==> src/rtl/dtmf_map.svh <==
// constants of the dtmf receive decoder: offsets, fields, resets, timing
// assumes a 100 MHz clock and word-aligned wishbone byte addresses
`ifndef DTMF_MAP_SVH
`define DTMF_MAP_SVH

`define CLK_HZ          100000000
`define CLK_MHZ         100
`define F_LOW0          697
`define F_LOW1          770
`define F_LOW2          852
`define F_LOW3          941
`define F_HIGH0         1209
`define F_HIGH1         1336
`define F_HIGH2         1477
`define F_HIGH3         1633
`define TOL_DIV         40
`define PER_W           18
`define CNT_W           24
`define GTP_TIME_US     30000
`define GTA_TIME_US     30000
`define SETTLE_TIME_NS  100
`define SETTLE_CYC      ((`SETTLE_TIME_NS * `CLK_MHZ + 999) / 1000)
`define SET_W           4

`define ADR_RX          8'h00
`define ADR_STATUS      8'h04
`define ADR_CTRL        8'h08
`define ADR_GTP         8'h0c
`define ADR_GTA         8'h10
`define ADR_EVENT       8'h14
`define ADR_MASK        8'h18

`define ST_EARLY        0
`define ST_GUARD        1
`define ST_VALID        2
`define ST_DSTEER       3
`define CTRL_IRQ_MODE   0
`define CTRL_EXT_STEER  1
`define EV_REG          0
`define EV_PAUSE        1
`define EV_REJECT       2
`define EV_W            3
`define CTRL_RST        2'h0
`define MASK_RST        3'h0

`endif

==> src/rtl/dtmf_pkg.sv <==
// types shared by the dtmf receive decoder and its period meter
// assumes dtmf_map.svh is on the include path
`include "dtmf_map.svh"
package dtmf_pkg;

  typedef enum logic [1:0] {
    ST_IDLE    = 2'b00,
    ST_PRESENT = 2'b01,
    ST_HELD    = 2'b11,
    ST_ABSENT  = 2'b10
  } steer_state_t;

  typedef struct packed {
    logic                tone;
    logic [`PER_W-1:0]   cnt;
    logic [`PER_W-1:0]   period;
    logic                stb;
    logic                over;
  } meter_t;

  typedef struct packed {
    logic        cyc;
    logic        stb;
    logic        we;
    logic [7:0]  adr;
    logic [3:0]  sel;
    logic [31:0] dat;
  } wb_req_t;

  typedef struct packed {
    logic [1:0]          lo_idx;
    logic                lo_ok;
    logic [1:0]          hi_idx;
    logic                hi_ok;
    logic                early;
    steer_state_t        st;
    logic [`CNT_W-1:0]   cnt;
    logic [3:0]          cand;
    logic [`SET_W-1:0]   settle;
    logic                dsteer;
    logic [3:0]          rx_data;
    logic                data_valid;
    logic                irq_pend;
    logic [1:0]          ctrl;
    logic [`CNT_W-1:0]   gtp;
    logic [`CNT_W-1:0]   gta;
    logic [`EV_W-1:0]    ev;
    logic [`EV_W-1:0]    mask;
    logic                ack;
    logic [31:0]         dat;
    logic                irq;
    logic                guard_oe;
    logic                irq_pin_oe;
  } dec_state_t;

endpackage

==> src/rtl/tone_period_meter.sv <==
// period meter for one limited tone: counts clocks between rising edges
// assumes the tone input is already synchronous to clk_i
`timescale 1ns/1ps
`include "dtmf_map.svh"
module tone_period_meter #(
  parameter int LIMIT = 150000
) (
  input  wire logic               clk_i,
  input  wire logic               rst_i,
  input  wire logic               tone_i,
  output logic [`PER_W-1:0]       period_o,
  output logic                    stb_o,
  output logic                    over_o
);
  import dtmf_pkg::*;

  localparam logic [`PER_W-1:0] LIM = LIMIT[`PER_W-1:0];

  meter_t q;
  meter_t d;

  always_comb begin
    d      = q;
    d.tone = tone_i;
    d.stb  = 1'b0;
    if (tone_i && !q.tone) begin
      // rising edge closes one period
      d.period = q.cnt;
      d.stb    = 1'b1;
      d.cnt    = {{(`PER_W-1){1'b0}}, 1'b1};
      d.over   = 1'b0;
    end else if (q.cnt >= LIM) begin
      // no edge for too long: tone lost
      d.over = 1'b1;
    end else begin
      d.cnt = q.cnt + 1'b1;
    end
  end

  always_ff @(posedge clk_i) begin
    if (rst_i) begin
      q <= '0;
    end else begin
      q <= d;
    end
  end

  assign period_o = q.period;
  assign stb_o    = q.stb;
  assign over_o   = q.over;

endmodule

==> src/rtl/dtmf_receive_decode_steering.sv <==
// dtmf receive back end: tone classification, steering, latch and registers
// assumes limited tone inputs and steer_i synchronous to clk_i, wishbone classic
//
// The Wishbone interface to the registers and the address map were decided locally.
`timescale 1ns/1ps
`include "dtmf_map.svh"
module dtmf_receive_decode_steering #(
  parameter int CLK_FREQ   = `CLK_HZ,
  parameter int GTP_CYCLES = `GTP_TIME_US * `CLK_MHZ,
  parameter int GTA_CYCLES = `GTA_TIME_US * `CLK_MHZ
) (
  input  wire logic         clk_i,
  input  wire logic         rst_i,
  input  wire logic         low_tone_i,
  input  wire logic         high_tone_i,
  input  wire logic         steer_i,
  output logic              guard_o,
  output logic              guard_oe_o,
  output logic              early_pair_valid_o,
  output logic              irq_or_progress_out_o,
  output logic              irq_or_progress_out_oe_o,
  output logic              irq_o,
  input  wire logic         wb_cyc_i,
  input  wire logic         wb_stb_i,
  input  wire logic         wb_we_i,
  input  wire logic [7:0]   wb_adr_i,
  input  wire logic [3:0]   wb_sel_i,
  input  wire logic [31:0]  wb_dat_i,
  output logic [31:0]       wb_dat_o,
  output logic              wb_ack_o
);
  import dtmf_pkg::*;

  localparam int FL [4] = '{`F_LOW0, `F_LOW1, `F_LOW2, `F_LOW3};
  localparam int FH [4] = '{`F_HIGH0, `F_HIGH1, `F_HIGH2, `F_HIGH3};
  localparam int LO_LIMIT = (CLK_FREQ / `F_LOW0) + (CLK_FREQ / `F_LOW0) / `TOL_DIV + 1;
  localparam int HI_LIMIT = (CLK_FREQ / `F_HIGH0) + (CLK_FREQ / `F_HIGH0) / `TOL_DIV + 1;
  localparam int SETTLE_INT = `SETTLE_CYC;
  localparam logic [`SET_W-1:0] SETTLE_END = SETTLE_INT[`SET_W-1:0];
  localparam logic [`CNT_W-1:0] GTP_RST = GTP_CYCLES[`CNT_W-1:0];
  localparam logic [`CNT_W-1:0] GTA_RST = GTA_CYCLES[`CNT_W-1:0];

  dec_state_t          q;
  dec_state_t          d;
  wb_req_t             req;
  logic [`PER_W-1:0]   lo_per;
  logic [`PER_W-1:0]   hi_per;
  logic                lo_stb;
  logic                hi_stb;
  logic                lo_over;
  logic                hi_over;
  logic [2:0]          lo_cls;
  logic [2:0]          hi_cls;
  logic                take;
  logic                wr;
  logic                rd_status;
  logic                ext;
  logic                present_hit;
  logic                absent_hit;
  logic [3:0]          code;
  logic [31:0]         mg;

  // classify a period against the four grid frequencies of one group
  function automatic logic [2:0] classify(input logic [`PER_W-1:0] p, input logic hi);
    int nom;
    int tol;
    logic [2:0] r;
    r = 3'h0;
    for (int i = 0; i < 4; i++) begin
      nom = CLK_FREQ / (hi ? FH[i] : FL[i]);
      tol = nom / `TOL_DIV;
      if ((int'(p) >= nom - tol) && (int'(p) <= nom + tol)) begin
        r = {1'b1, i[1:0]};
      end
    end
    return r;
  endfunction

  // digit code from low-group row and high-group column
  function automatic logic [3:0] digit_code(input logic [1:0] row, input logic [1:0] col);
    logic [3:0] c;
    case ({row, col})
      4'h0:    c = 4'h1;
      4'h1:    c = 4'h2;
      4'h2:    c = 4'h3;
      4'h3:    c = 4'hd;
      4'h4:    c = 4'h4;
      4'h5:    c = 4'h5;
      4'h6:    c = 4'h6;
      4'h7:    c = 4'he;
      4'h8:    c = 4'h7;
      4'h9:    c = 4'h8;
      4'ha:    c = 4'h9;
      4'hb:    c = 4'hf;
      4'hc:    c = 4'hb;
      4'hd:    c = 4'ha;
      4'he:    c = 4'hc;
      default: c = 4'h0;
    endcase
    return c;
  endfunction

  // byte-lane merge of a wishbone write
  function automatic logic [31:0] merge(input logic [31:0] old, input logic [31:0] wd,
                                        input logic [3:0] sel);
    logic [31:0] r;
    r = old;
    for (int b = 0; b < 4; b++) begin
      if (sel[b]) begin
        r[b*8 +: 8] = wd[b*8 +: 8];
      end
    end
    return r;
  endfunction

  tone_period_meter #(
    .LIMIT    (LO_LIMIT)
  ) u_low_meter (
    .clk_i    (clk_i),
    .rst_i    (rst_i),
    .tone_i   (low_tone_i),
    .period_o (lo_per),
    .stb_o    (lo_stb),
    .over_o   (lo_over)
  );

  tone_period_meter #(
    .LIMIT    (HI_LIMIT)
  ) u_high_meter (
    .clk_i    (clk_i),
    .rst_i    (rst_i),
    .tone_i   (high_tone_i),
    .period_o (hi_per),
    .stb_o    (hi_stb),
    .over_o   (hi_over)
  );

  always_comb begin
    req.cyc = wb_cyc_i;
    req.stb = wb_stb_i;
    req.we  = wb_we_i;
    req.adr = wb_adr_i;
    req.sel = wb_sel_i;
    req.dat = wb_dat_i;
  end

  assign lo_cls      = classify(lo_per, 1'b0);
  assign hi_cls      = classify(hi_per, 1'b1);
  assign code        = digit_code(q.lo_idx, q.hi_idx);
  assign take        = req.cyc && req.stb && !q.ack;
  assign wr          = take && req.we;
  assign rd_status   = take && !req.we && (req.adr == `ADR_STATUS);
  assign ext         = q.ctrl[`CTRL_EXT_STEER];
  assign present_hit = ext ? steer_i : (q.cnt >= q.gtp);
  assign absent_hit  = ext ? !steer_i : (q.cnt >= q.gta);

  always_comb begin
    d     = q;
    mg    = 32'h0;
    d.ack = take;

    // tone classification per measured period
    if (lo_stb) begin
      d.lo_ok  = lo_cls[2];
      d.lo_idx = lo_cls[1:0];
    end else if (lo_over) begin
      d.lo_ok = 1'b0;
    end
    if (hi_stb) begin
      d.hi_ok  = hi_cls[2];
      d.hi_idx = hi_cls[1:0];
    end else if (hi_over) begin
      d.hi_ok = 1'b0;
    end
    d.early = q.lo_ok && q.hi_ok;

    // bus side clears first so that hardware sets below win
    if (rd_status) begin
      d.data_valid = 1'b0;
      d.irq_pend   = 1'b0;
    end
    if (wr) begin
      case (req.adr)
        `ADR_CTRL: begin
          mg     = merge({30'h0, q.ctrl}, req.dat, req.sel);
          d.ctrl = mg[1:0];
        end
        `ADR_GTP: begin
          mg    = merge({8'h0, q.gtp}, req.dat, req.sel);
          d.gtp = mg[`CNT_W-1:0];
        end
        `ADR_GTA: begin
          mg    = merge({8'h0, q.gta}, req.dat, req.sel);
          d.gta = mg[`CNT_W-1:0];
        end
        `ADR_EVENT: begin
          if (req.sel[0]) begin
            d.ev = q.ev & ~req.dat[`EV_W-1:0];
          end
        end
        `ADR_MASK: begin
          mg     = merge({29'h0, q.mask}, req.dat, req.sel);
          d.mask = mg[`EV_W-1:0];
        end
        default: begin
        end
      endcase
    end

    // steering state machine
    case (q.st)
      ST_IDLE: begin
        d.cnt = '0;
        if (q.early) begin
          d.st  = ST_PRESENT;
          d.cnt = {{(`CNT_W-1){1'b0}}, 1'b1};
        end
      end
      ST_PRESENT: begin
        if (!q.early) begin
          d.st                = ST_IDLE;
          d.ev[`EV_REJECT]    = 1'b1;
        end else if (present_hit) begin
          d.st     = ST_HELD;
          d.cand   = code;
          d.settle = '0;
          d.cnt    = '0;
        end else begin
          d.cnt = q.cnt + 1'b1;
        end
      end
      ST_HELD: begin
        d.cnt = '0;
        if (!q.early) begin
          d.st  = ST_ABSENT;
          d.cnt = {{(`CNT_W-1){1'b0}}, 1'b1};
        end
      end
      ST_ABSENT: begin
        if (q.early) begin
          d.st  = ST_HELD;
          d.cnt = '0;
        end else if (absent_hit) begin
          d.st             = ST_IDLE;
          d.dsteer         = 1'b0;
          d.settle         = SETTLE_END;
          d.ev[`EV_PAUSE]  = 1'b1;
        end else begin
          d.cnt = q.cnt + 1'b1;
        end
      end
      default: begin
        d.st  = ST_IDLE;
        d.cnt = '0;
      end
    endcase

    // settle delay, then delayed steering rises and the latch updates
    if ((q.st == ST_HELD || q.st == ST_ABSENT) && q.settle != SETTLE_END) begin
      d.settle = q.settle + 1'b1;
      if (q.settle == SETTLE_END - 1'b1) begin
        d.dsteer       = 1'b1;
        d.rx_data      = q.cand;
        d.data_valid   = 1'b1;
        d.irq_pend     = 1'b1;
        d.ev[`EV_REG]  = 1'b1;
      end
    end

    // guard output drives high while registered and early valid
    d.guard_oe   = (d.st == ST_HELD) && d.early;
    d.irq_pin_oe = q.ctrl[`CTRL_IRQ_MODE] && d.dsteer && d.irq_pend;
    d.irq        = |(d.ev & d.mask);

    // registered read data
    d.dat = 32'h0;
    if (take && !req.we) begin
      case (req.adr)
        `ADR_RX: begin
          d.dat = {28'h0, q.rx_data};
        end
        `ADR_STATUS: begin
          d.dat[`ST_EARLY]  = q.early;
          d.dat[`ST_GUARD]  = q.guard_oe;
          d.dat[`ST_VALID]  = q.data_valid;
          d.dat[`ST_DSTEER] = q.dsteer;
        end
        `ADR_CTRL: begin
          d.dat = {30'h0, q.ctrl};
        end
        `ADR_GTP: begin
          d.dat = {8'h0, q.gtp};
        end
        `ADR_GTA: begin
          d.dat = {8'h0, q.gta};
        end
        `ADR_EVENT: begin
          d.dat = {29'h0, q.ev};
        end
        `ADR_MASK: begin
          d.dat = {29'h0, q.mask};
        end
        default: begin
          d.dat = 32'h0;
        end
      endcase
    end
  end

  always_ff @(posedge clk_i) begin
    if (rst_i) begin
      q        <= '0;
      q.st     <= ST_IDLE;
      q.settle <= SETTLE_END;
      q.ctrl   <= `CTRL_RST;
      q.mask   <= `MASK_RST;
      q.gtp    <= GTP_RST;
      q.gta    <= GTA_RST;
    end else begin
      q <= d;
    end
  end

  assign guard_o                  = q.guard_oe;
  assign guard_oe_o               = q.guard_oe;
  assign early_pair_valid_o       = q.early;
  assign irq_or_progress_out_o    = 1'b0;
  assign irq_or_progress_out_oe_o = q.irq_pin_oe;
  assign irq_o                    = q.irq;
  assign wb_dat_o                 = q.dat;
  assign wb_ack_o                 = q.ack;

endmodule

==> config.mk <==
export PLATFORM = sky130hd
export DESIGN_NAME = dtmf_receive_decode_steering
export DESIGN_NICKNAME = d
export VERILOG_FILES = /design/src/rtl/dtmf_pkg.sv /design/src/rtl/tone_period_meter.sv /design/src/rtl/dtmf_receive_decode_steering.sv
export VERILOG_INCLUDE_DIRS = /design/src /design/src/rtl
export SDC_FILE = /design/constraint.sdc
export NUM_CORES = 1
export LEC_CHECK = 0
export BUFFER_PORTS_ARGS = -buffer_cell sky130_fd_sc_hd__buf_2
export CORE_ASPECT_RATIO = 1.4
export CORE_MARGIN = 2
export CORE_UTILIZATION = 50
export DETAILED_ROUTE_END_ITERATION = 8
export PLACE_DENSITY = 0.77
export SYNTH_ARGS = -nofsm -noshare
export SYNTH_HDL_FRONTEND = slang
export SYNTH_SLANG_ARGS = --single-unit
==> constraint.sdc <==
create_clock -name clk_i -period 4.8 [get_ports clk_i]
set_clock_uncertainty 0.15 [all_clocks]
set_input_delay 0.96 -clock clk_i [delete_from_list [all_inputs] [get_ports clk_i]]
set_output_delay 0.96 -clock clk_i [all_outputs]
set_load 0.02 [all_outputs]
==> flow_summary.json, run 1 <==
{
  "status": "completed",
  "grt_pass1_wl_mm": 41.1,
  "synth.area.top_cells": "dfxtp_1 (39%), ha_1 (7.0%), nor2_1 (4.7%)",
  "io_buffer_count": 72,
  "drive_gt1_share_pct": 9.77,
  "vias": 9288,
  "post_cts_buffers": 0,
  "ys.flop_type": "dfxtp_1",
  "dr.pass1.iters": 5,
  "grt_pass1_vias": 8833,
  "p_leak_nw": 4.50,
  "drc": 0,
  "ir_worst_vdd_mv": 0.302,
  "area_growth_pct": 9.15,
  "gp_congestion": 0.896,
  "cp-end-kind": "flop",
  "required_ps": 5070,
  "avgRoutedWirePerCell_um": 15.8,
  "powerDensity_nw_per_um2": 306,
  "viasPerCell": 5.88,
  "yosysTopAreaCellShare_pct": 38.7,
  "die_area_um2": 23000,
  "dpl.cell_count": 1542,
  "power_switching_uw": 783,
  "post-route-period-util_pct": 75.8,
  "drt_iter0_markers": 511,
  "cts_tree": "done",
  "power.internal_mw": 2.85,
  "clockPowerShare_pct": 47.9,
  "stdcell_count": 1580,
  "initial_core_util_pct": 51.1,
  "async_flop_share_pct": 0,
  "yosysTopAreaCell": "dfxtp_1",
  "postSynthAreaPerCell_um2": 8.39,
  "synthCells": 1296,
  "synth_cell_types": 71,
  "synth_seq_cells": 210,
  "finalMaxSlewViolations": 0,
  "clk_pin_slew_ps": 60,
  "start_kind": "flop",
  "clockBufferDepth": 3,
  "crit_arrival_ps": 3900,
  "critical_path_class": "flop to flop",
  "hold_viol": 0,
  "cap_violations": 0,
  "std_cell_rows": 63,
  "switching_share_pct": 21.5,
  "insertion_delay_ps": 510,
  "nFillCells": 1925,
  "synth_area_um2": 10900,
  "gr-usage-all-layers_pct": 21.4,
  "antenna_cells": 0,
  "ctsHoldBuffers": 0,
  "drtAntennaViolNets": 0,
  "wirelength_mm": 25.0,
  "hpwl_mm": 17.9,
  "ctsResizeCount": 0,
  "nets": 1419,
  "cts_root_buffer": "clkbuf_16",
  "worst_pin_slew_ps": 1180,
  "overflow": 0,
  "antenna_found_initial": 0,
  "regToRegSetupSlack_ps": 1160,
  "core_area_um2": 21300,
  "fmax_mhz": 275,
  "die_x_um": 129,
  "path_max_fanout": 20,
  "yosys_warnings": 0,
  "numCtsBuffers": 22,
  "fin_setup_tns_ps": 0,
  "combPwrFrac_pct": 3.4,
  "hp-class": "flop to flop",
  "seq_area_frac_synth_pct": 38.7,
  "grt_max_degree": 96,
  "clkSinkCount": 210,
  "rsz0062_at_grt": "false",
  "finalSetupViolCount": 0,
  "yosysMostFrequentCell": "dfxtp_1",
  "synth_edf_count": 0,
  "cts_max_level": 1,
  "io_pins": 91,
  "p_seq_share_pct": 48.7,
  "synth.top_cells.by_count": "dfxtp_1 (210), nor2_1 (136), nand2_1 (118), inv_1 (92), a21oi_1 (62)",
  "min_period_ps": 3640,
  "die_h_um": 178,
  "relSlewSlack_pct": 20.9
}
==> placed cells by master (no fill, tap or decap), types with 37 or more instances in the layout <==
cell type	Yosys	routed
o21ai_0	51	51
dfxtp_1	210	210
a21oi_1	62	62
inv_1	92	92
ha_1	61	61
buf_2	7	71
nand2_1	118	118
nand3_1	37	37
nor2_1	136	136
mux2i_1	48	48
==> cells by family (layout without fill, tap and decap cells) <==
family	count (synthesis)	after routing	synth area share, %
flops	210	210	38.7
buf+inv	197	213	8.33
fa+ha+maj	61	61	7.02
mux	50	50	4.63
compound gates	313	313	20.1
xor+xnor	18	18	1.45
simple gates	446	446	19.8
other cells	1	9	0.0345
==> cell type report <==
type / count / area, um^2 / area share [%]
Clock buffer: 32 / 659 / 5.56
Clock inverter: 6 / 83.8 / 0.706
Sequential cell: 210 / 4200 / 35.4
Inverter: 92 / 345 / 2.91
Multi-Input combinational cell: 897 / 5800 / 48.9
Tap cell: 260 / 325 / 2.74
Timing Repair Buffer: 83 / 445 / 3.75
==> power by group through the flow <==
stage,Combinational [mW],Clock [mW],Sequential [mW]
2_1_floorplan,0.0909,0,1.80
3_3_place_gp,0.121,0,1.81
4_1_cts,0.124,1.78,1.77
6_report,0.124,1.74,1.77
3_5_place_dp,0.124,0,1.81
5_1_grt,0.138,1.84,1.77
==> sequential cells by signal, indices dropped and copies added (netlist names) <==
name and flops:
q 102, wb_dat_o 24, u_high_meter.q 19, u_low_meter.q 19, u_high_meter.period_o 18, u_low_meter.period_o 18
early_pair_valid_o 1, ext 1, guard_o 1, irq_o 1, irq_or_progress_out_oe_o 1, u_high_meter.over_o 1
u_high_meter.stb_o 1, u_low_meter.over_o 1, u_low_meter.stb_o 1, wb_ack_o 1
==> critical path, stage by stage, from the launching register on <==
cell and delay, ps:
dfxtp_1 450, inv_1 100, ha_1 290, nor3b_1 200
o21ai_0 120, a2111oi_1 790, o2111ai_2 390, nand2_2 470
nand3_1 120, buf_4 220, o41ai_1 230
==> through the flow <==
stage | worst slack [ps] | power, mW | hold WS (ps) | area [um^2] | utilization [%]
finish | 1160 | 3.63 | 304 | 11900 | 55.8
global route | 950 | 3.75 | 325 | 11900 | 55.8
CTS | 1240 | 3.67 | 304 | 11900 | 55.8
detailed placement | 1170 | 1.93 | 295 | 11100 | 52.3
global placement | 1220 | 1.93 | 291 | 11100 | 52.3
floorplan | 1670 | 1.89 | 281 | 10900 | -
==> layer usage <==
layer,up-vias,wire length (um),global-route usage (%)
li1,4635,-,-
met1,4406,10200,23.6
met2,182,13100,40.5
met3,65,829,2.79
met4,0,899,9.15
met5,-,0,0
==> final timing paths <==
path | depth (start not counted) | from | end
worst max register to register | 10 | q[107]$_SDFFE_PP0P_ | q[109]$_SDFFE_PP0P_
worst min-delay path | 2 | q[92]$_SDFF_PP0_ | q[92]$_SDFF_PP0_
worst max-delay path | 10 | q[107]$_SDFFE_PP0P_ | q[109]$_SDFFE_PP0P_
worst min register to register | 2 | q[92]$_SDFF_PP0_ | q[92]$_SDFF_PP0_
Power figures use the tool's default switching activity.
==> run 2: changes to the inputs <==
PLACE_DENSITY = 0.79   (was 0.77)
clock period = 3 ns   (was 4.8 ns; I/O delays follow)
==> flow_summary.json, run 2 (synthesis gave the netlist of run 1 again) <==
{
  "grt_max_degree": 66,
  "drive_gt1_share_pct": 13.5,
  "initial_core_util_pct": 51.1,
  "clockBufferDepth": 3,
  "insertion_delay_ps": 520,
  "cts_root_buffer": "clkbuf_16",
  "hold_viol": 0,
  "viasPerCell": 5.91,
  "io_pins": 91,
  "top_layer": "met4",
  "drt_iter0_markers": 474,
  "powerDensity_nw_per_um2": 470,
  "cts_tree": "done",
  "drc": 0,
  "route.met2.wl_mm": 13.7,
  "drtAntennaViolNets": 0,
  "rsz0062_at_grt": "false",
  "start_kind": "flop",
  "overflow": 0,
  "wl_met1_mm": 10.3,
  "crit_arrival_ps": 3070,
  "critical_path_class": "flop to flop",
  "post_cts_buffers": 0,
  "finalMaxSlewViolations": 0,
  "dr_wl_met3_mm": 1.05,
  "grt_pass1_wl_mm": 42.4,
  "worst_hold_slack_ps": 171,
  "fmax_mhz": 350,
  "numCtsBuffers": 22,
  "status": "completed",
  "fin_setup_tns_ps": 0,
  "vias": 9615,
  "min_period_ps": 2860,
  "top_register": "q",
  "antenna_cells": 0,
  "path_max_fanout": 4,
  "hpwl_mm": 19.1,
  "grt_pass1_vias": 9063,
  "nets": 1468,
  "die_x_um": 129,
  "place_ws_ps": -20.6,
  "power_mw": 5.77,
  "post-route-period-util_pct": 95.2,
  "finalSetupViolCount": 0,
  "cap_violations": 0,
  "core_area_um2": 21300,
  "clk_pin_slew_ps": 60,
  "std_cell_rows": 63,
  "final_common_cell": "dfxtp_1",
  "avgRoutedWirePerCell_um": 15.9,
  "die_area_um2": 23000,
  "hp-class": "input port to flop",
  "nFillCells": 1872,
  "cp-end-kind": "flop",
  "p_leak_nw": 4.75,
  "gr-usage-all-layers_pct": 22.1,
  "dr.pass1.iters": 5,
  "io_buffer_count": 72,
  "final_cell_mix": "dfxtp_1 (208), nor2_1 (136), nand2_1 (117), inv_1 (92), buf_2 (71)",
  "area_growth_pct": 12.9,
  "antenna_found_initial": 0,
  "ir_worst_vdd_mv": 0.476,
  "largest_reg_flops": 102,
  "wirelength_mm": 25.9,
  "die_h_um": 178,
  "cts_max_level": 1,
  "clkSinkCount": 210,
  "setup_ws_ps": 143,
  "required_ps": 3220,
  "worst_pin_slew_ps": 794,
  "relSlewSlack_pct": 45.7,
  "gp_congestion": 0.907
}
==> run 2: cell types whose count changed in the layout (fill, tap and decap cells not counted), sizes merged <==
cell / change
inv: -1
buf: +49
clkbuf: -5
clkinv: +2
clkinvlp: +3
==> run 2: repair_timing <==
action | in CTS | in global routing
setup endpoints to repair | 5 | 22
hold buffers | 0 | 0
resized for setup | 1 | 9
pin swaps | 0 | 1
==> run 2: cell type report <==
cell class / count / area [um^2] / share of cell area (%)
Timing Repair Buffer: 132 / 851 / 6.93
Tap cell: 260 / 325 / 2.65
Sequential cell: 210 / 4210 / 34.3
Clock inverter: 10 / 111 / 0.907
Clock buffer: 27 / 611 / 4.97
Inverter: 92 / 345 / 2.81
Multi-Input combinational cell: 897 / 5830 / 47.5
==> run 2: routing by layer <==
| metal | up-vias | GRT usage, % |
|---|---|---|
| li1 | 4735 | - |
| met1 | 4566 | 24.2 |
| met2 | 234 | 42.0 |
| met3 | 80 | 3.09 |
| met4 | 0 | 9.47 |
| met5 | - | 0 |
==> run 2: worst paths after layout <==
| kind | from | slack [ps] | to | cells after the start |
|---|---|---|---|---|
| worst min register to register | q[92]$_SDFF_PP0_ | 300 | q[92]$_SDFF_PP0_ | 2 |
| worst min-delay path | low_tone_i | 170 | u_low_meter.q[38]$_SDFF_PP0_ | 2 |
| worst max-delay path | q[44]$_SDFFE_PP0P_ | 140 | q[125]$_SDFFE_PP0P_ | 12 |
| worst max register to register | q[44]$_SDFFE_PP0P_ | 140 | q[125]$_SDFFE_PP0P_ | 12 |
==> run 2: where the power goes <==
group          internal (mW)  total, mW  switching, mW
registers               2.81       2.83         0.0252
logic                 0.0706      0.209          0.138
clock network           1.61       2.73           1.12
==> run 2: critical path, cell delays in order, from the launching register on <==
cell and delay, ps:
dfxtp_2 350, inv_1 50, ha_1 300, a211oi_1 240
o21ai_0 150, a41oi_2 240, o311ai_0 180, buf_4 180
o21a_1 200, buf_4 160, buf_4 140, a211oi_1 250
o32ai_1 110
==> run 2: through the flow <==
stage | cell area, um^2 | utilization (%) | instances
2_1_floorplan | 10900 | - | 1304
3_3_place_gp | 11500 | 54.2 | 1591
3_5_place_dp | 11500 | 54.2 | 1591
4_1_cts | 12300 | 57.6 | 1628
5_1_grt | 12300 | 57.7 | 1628
6_report | 12300 | 57.7 | 1628
==> run 3: changes to the inputs <==
CTS_BUF_LIST = sky130_fd_sc_hd__clkbuf_8   (was unset)
==> flow_summary.json, run 3 (synthesis gave the netlist of run 1 again) <==
{
  "cts_root_buffer": "clkbuf_8",
  "antenna_cells": 0,
  "hp-class": "input port to flop",
  "clkSinkCount": 210,
  "crit_arrival_ps": 3050,
  "gr-usage-all-layers_pct": 22.2,
  "final_cell_mix": "dfxtp_1 (210), nor2_1 (136), nand2_1 (118), inv_1 (100), buf_2 (71)",
  "initial_core_util_pct": 51.1,
  "finalMaxSlewViolations": 0,
  "setup_ws_ps": 166,
  "holdPathStages": 2,
  "finalSetupViolCount": 0,
  "path_max_fanout": 4,
  "fin_util_pct": 57.6,
  "overflow": 0,
  "ff2ff_path_depth": 12,
  "place_ws_ps": -20.6,
  "avgRoutedWirePerCell_um": 15.6,
  "multi_input_area_um2": 5820,
  "die_area_um2": 23000,
  "ir_worst_vdd_mv": 0.438,
  "ctsHoldBuffers": 0,
  "required_ps": 3220,
  "drc": 0,
  "powerDensity_nw_per_um2": 457,
  "clk_pin_slew_ps": 60,
  "drive_gt1_share_pct": 14.2,
  "die_h_um": 178,
  "viasPerCell": 5.85,
  "grt_pass1_wl_mm": 42.3,
  "vias": 9664,
  "rsz0062_at_grt": "false",
  "wirelength_mm": 25.8,
  "power_mw": 5.60,
  "numCtsBuffers": 35,
  "status": "completed",
  "cp-end-kind": "flop",
  "cts_tree": "done",
  "gp_congestion": 0.907,
  "critical_path_class": "flop to flop",
  "antenna_found_initial": 0,
  "post-route-period-util_pct": 94.5,
  "p_leak_nw": 4.81,
  "worst_pin_slew_ps": 761,
  "io_pins": 91,
  "drtAntennaViolNets": 0,
  "cap_violations": 0,
  "nets": 1481,
  "area_growth_pct": 12.8,
  "core_area_um2": 21300,
  "regArea_um2": 4200,
  "insertion_delay_ps": 520,
  "drt_iter0_markers": 472,
  "hpwl_mm": 19.1,
  "min_period_ps": 2830,
  "largest_reg_flops": 102,
  "nFillCells": 1902,
  "clockBufferDepth": 3,
  "fmax_mhz": 353,
  "std_cell_rows": 63,
  "relSlewSlack_pct": 48.0,
  "io_buffer_count": 72,
  "start_kind": "flop",
  "grt_max_degree": 66,
  "final_common_cell": "dfxtp_1",
  "cts_max_level": 2,
  "top_register": "q",
  "die_x_um": 129,
  "dr.pass1.iters": 5,
  "grt_pass1_vias": 9210,
  "hold_viol": 0
}
## run 3: changes by cell type in the layout (fill, tap and decap cells not counted), moves of 2 or more
cell / before / now
clkbuf_8: 2 / 46
clkbuf_16: 23 / 0
inv_1: 92 / 100
clkinvlp_4: 3 / 0
clkbuf_1: 2 / 0
dfxtp_1: 208 / 210
dfxtp_2: 2 / 0
## run 3: worst max-delay path, stage by stage, from the launching register on
cell      delay (ps)
dfxtp_1          360
inv_1             60
ha_1             310
a211oi_1         210
o21ai_0          140
a41oi_2          230
o311ai_0         190
buf_4            180
o21a_1           200
buf_4            160
buf_4            140
a211oi_1         260
o32ai_1          110
## run 3: cell type report
| cell class | count | share of cell area [%] |
|---|---|---|
| clock buffers | 46 | 5.16 |
| clock inverters | 14 | 0.694 |
| inverters | 92 | 2.82 |
| multi-input cells | 897 | 47.4 |
| flip-flops and latches | 210 | 34.3 |
| well taps | 260 | 2.65 |
| repair buffers | 132 | 6.94 |
## run 3: repair_timing
item	in CTS	in global routing
setup buffers	0	0
gates resized for setup	1	4
pin swaps	0	2
setup endpoints to repair	2	14
cloned	0	0
## run 3: metrics by stage
step	cells	hold slack (ps)	area (um^2)	TNS, ps
after floorplan	1304	281	10900	0
after global routing	1651	168	12300	0
after detailed placement	1591	301	11500	-26.3
final	1651	174	12300	0
after CTS	1651	137	12200	0
after global placement	1591	293	11500	0
## run 3: worst paths after layout
| kind | startpoint | end | slack (ps) |
|---|---|---|---|
| max reg2reg | q[44]$_SDFFE_PP0P_ | q[125]$_SDFFE_PP0P_ | 170 |
| min | high_tone_i | u_high_meter.q[38]$_SDFF_PP0_ | 170 |
| max | q[44]$_SDFFE_PP0P_ | q[125]$_SDFFE_PP0P_ | 170 |
| min reg2reg | q[92]$_SDFF_PP0_ | q[92]$_SDFF_PP0_ | 300 |
## run 3: report_power, final
| group | internal [mW] | total [mW] | leakage (nW) | switching [mW] |
|---|---|---|---|---|
| clock | 1.45 | 2.55 | 0.407 | 1.10 |
| combinational | 0.0706 | 0.210 | 2.71 | 0.139 |
| sequential | 2.81 | 2.83 | 1.70 | 0.0249 |
| total | 4.33 | 5.60 | 4.81 | 1.27 |
## run 3: layer usage
layer,track usage [%],vias up,wire length [um]
met2,41.4,260,13500
met3,3.90,92,1090
met1,23.8,4537,10200
met5,0,-,0
met4,11.3,0,1120
li1,-,4775,-
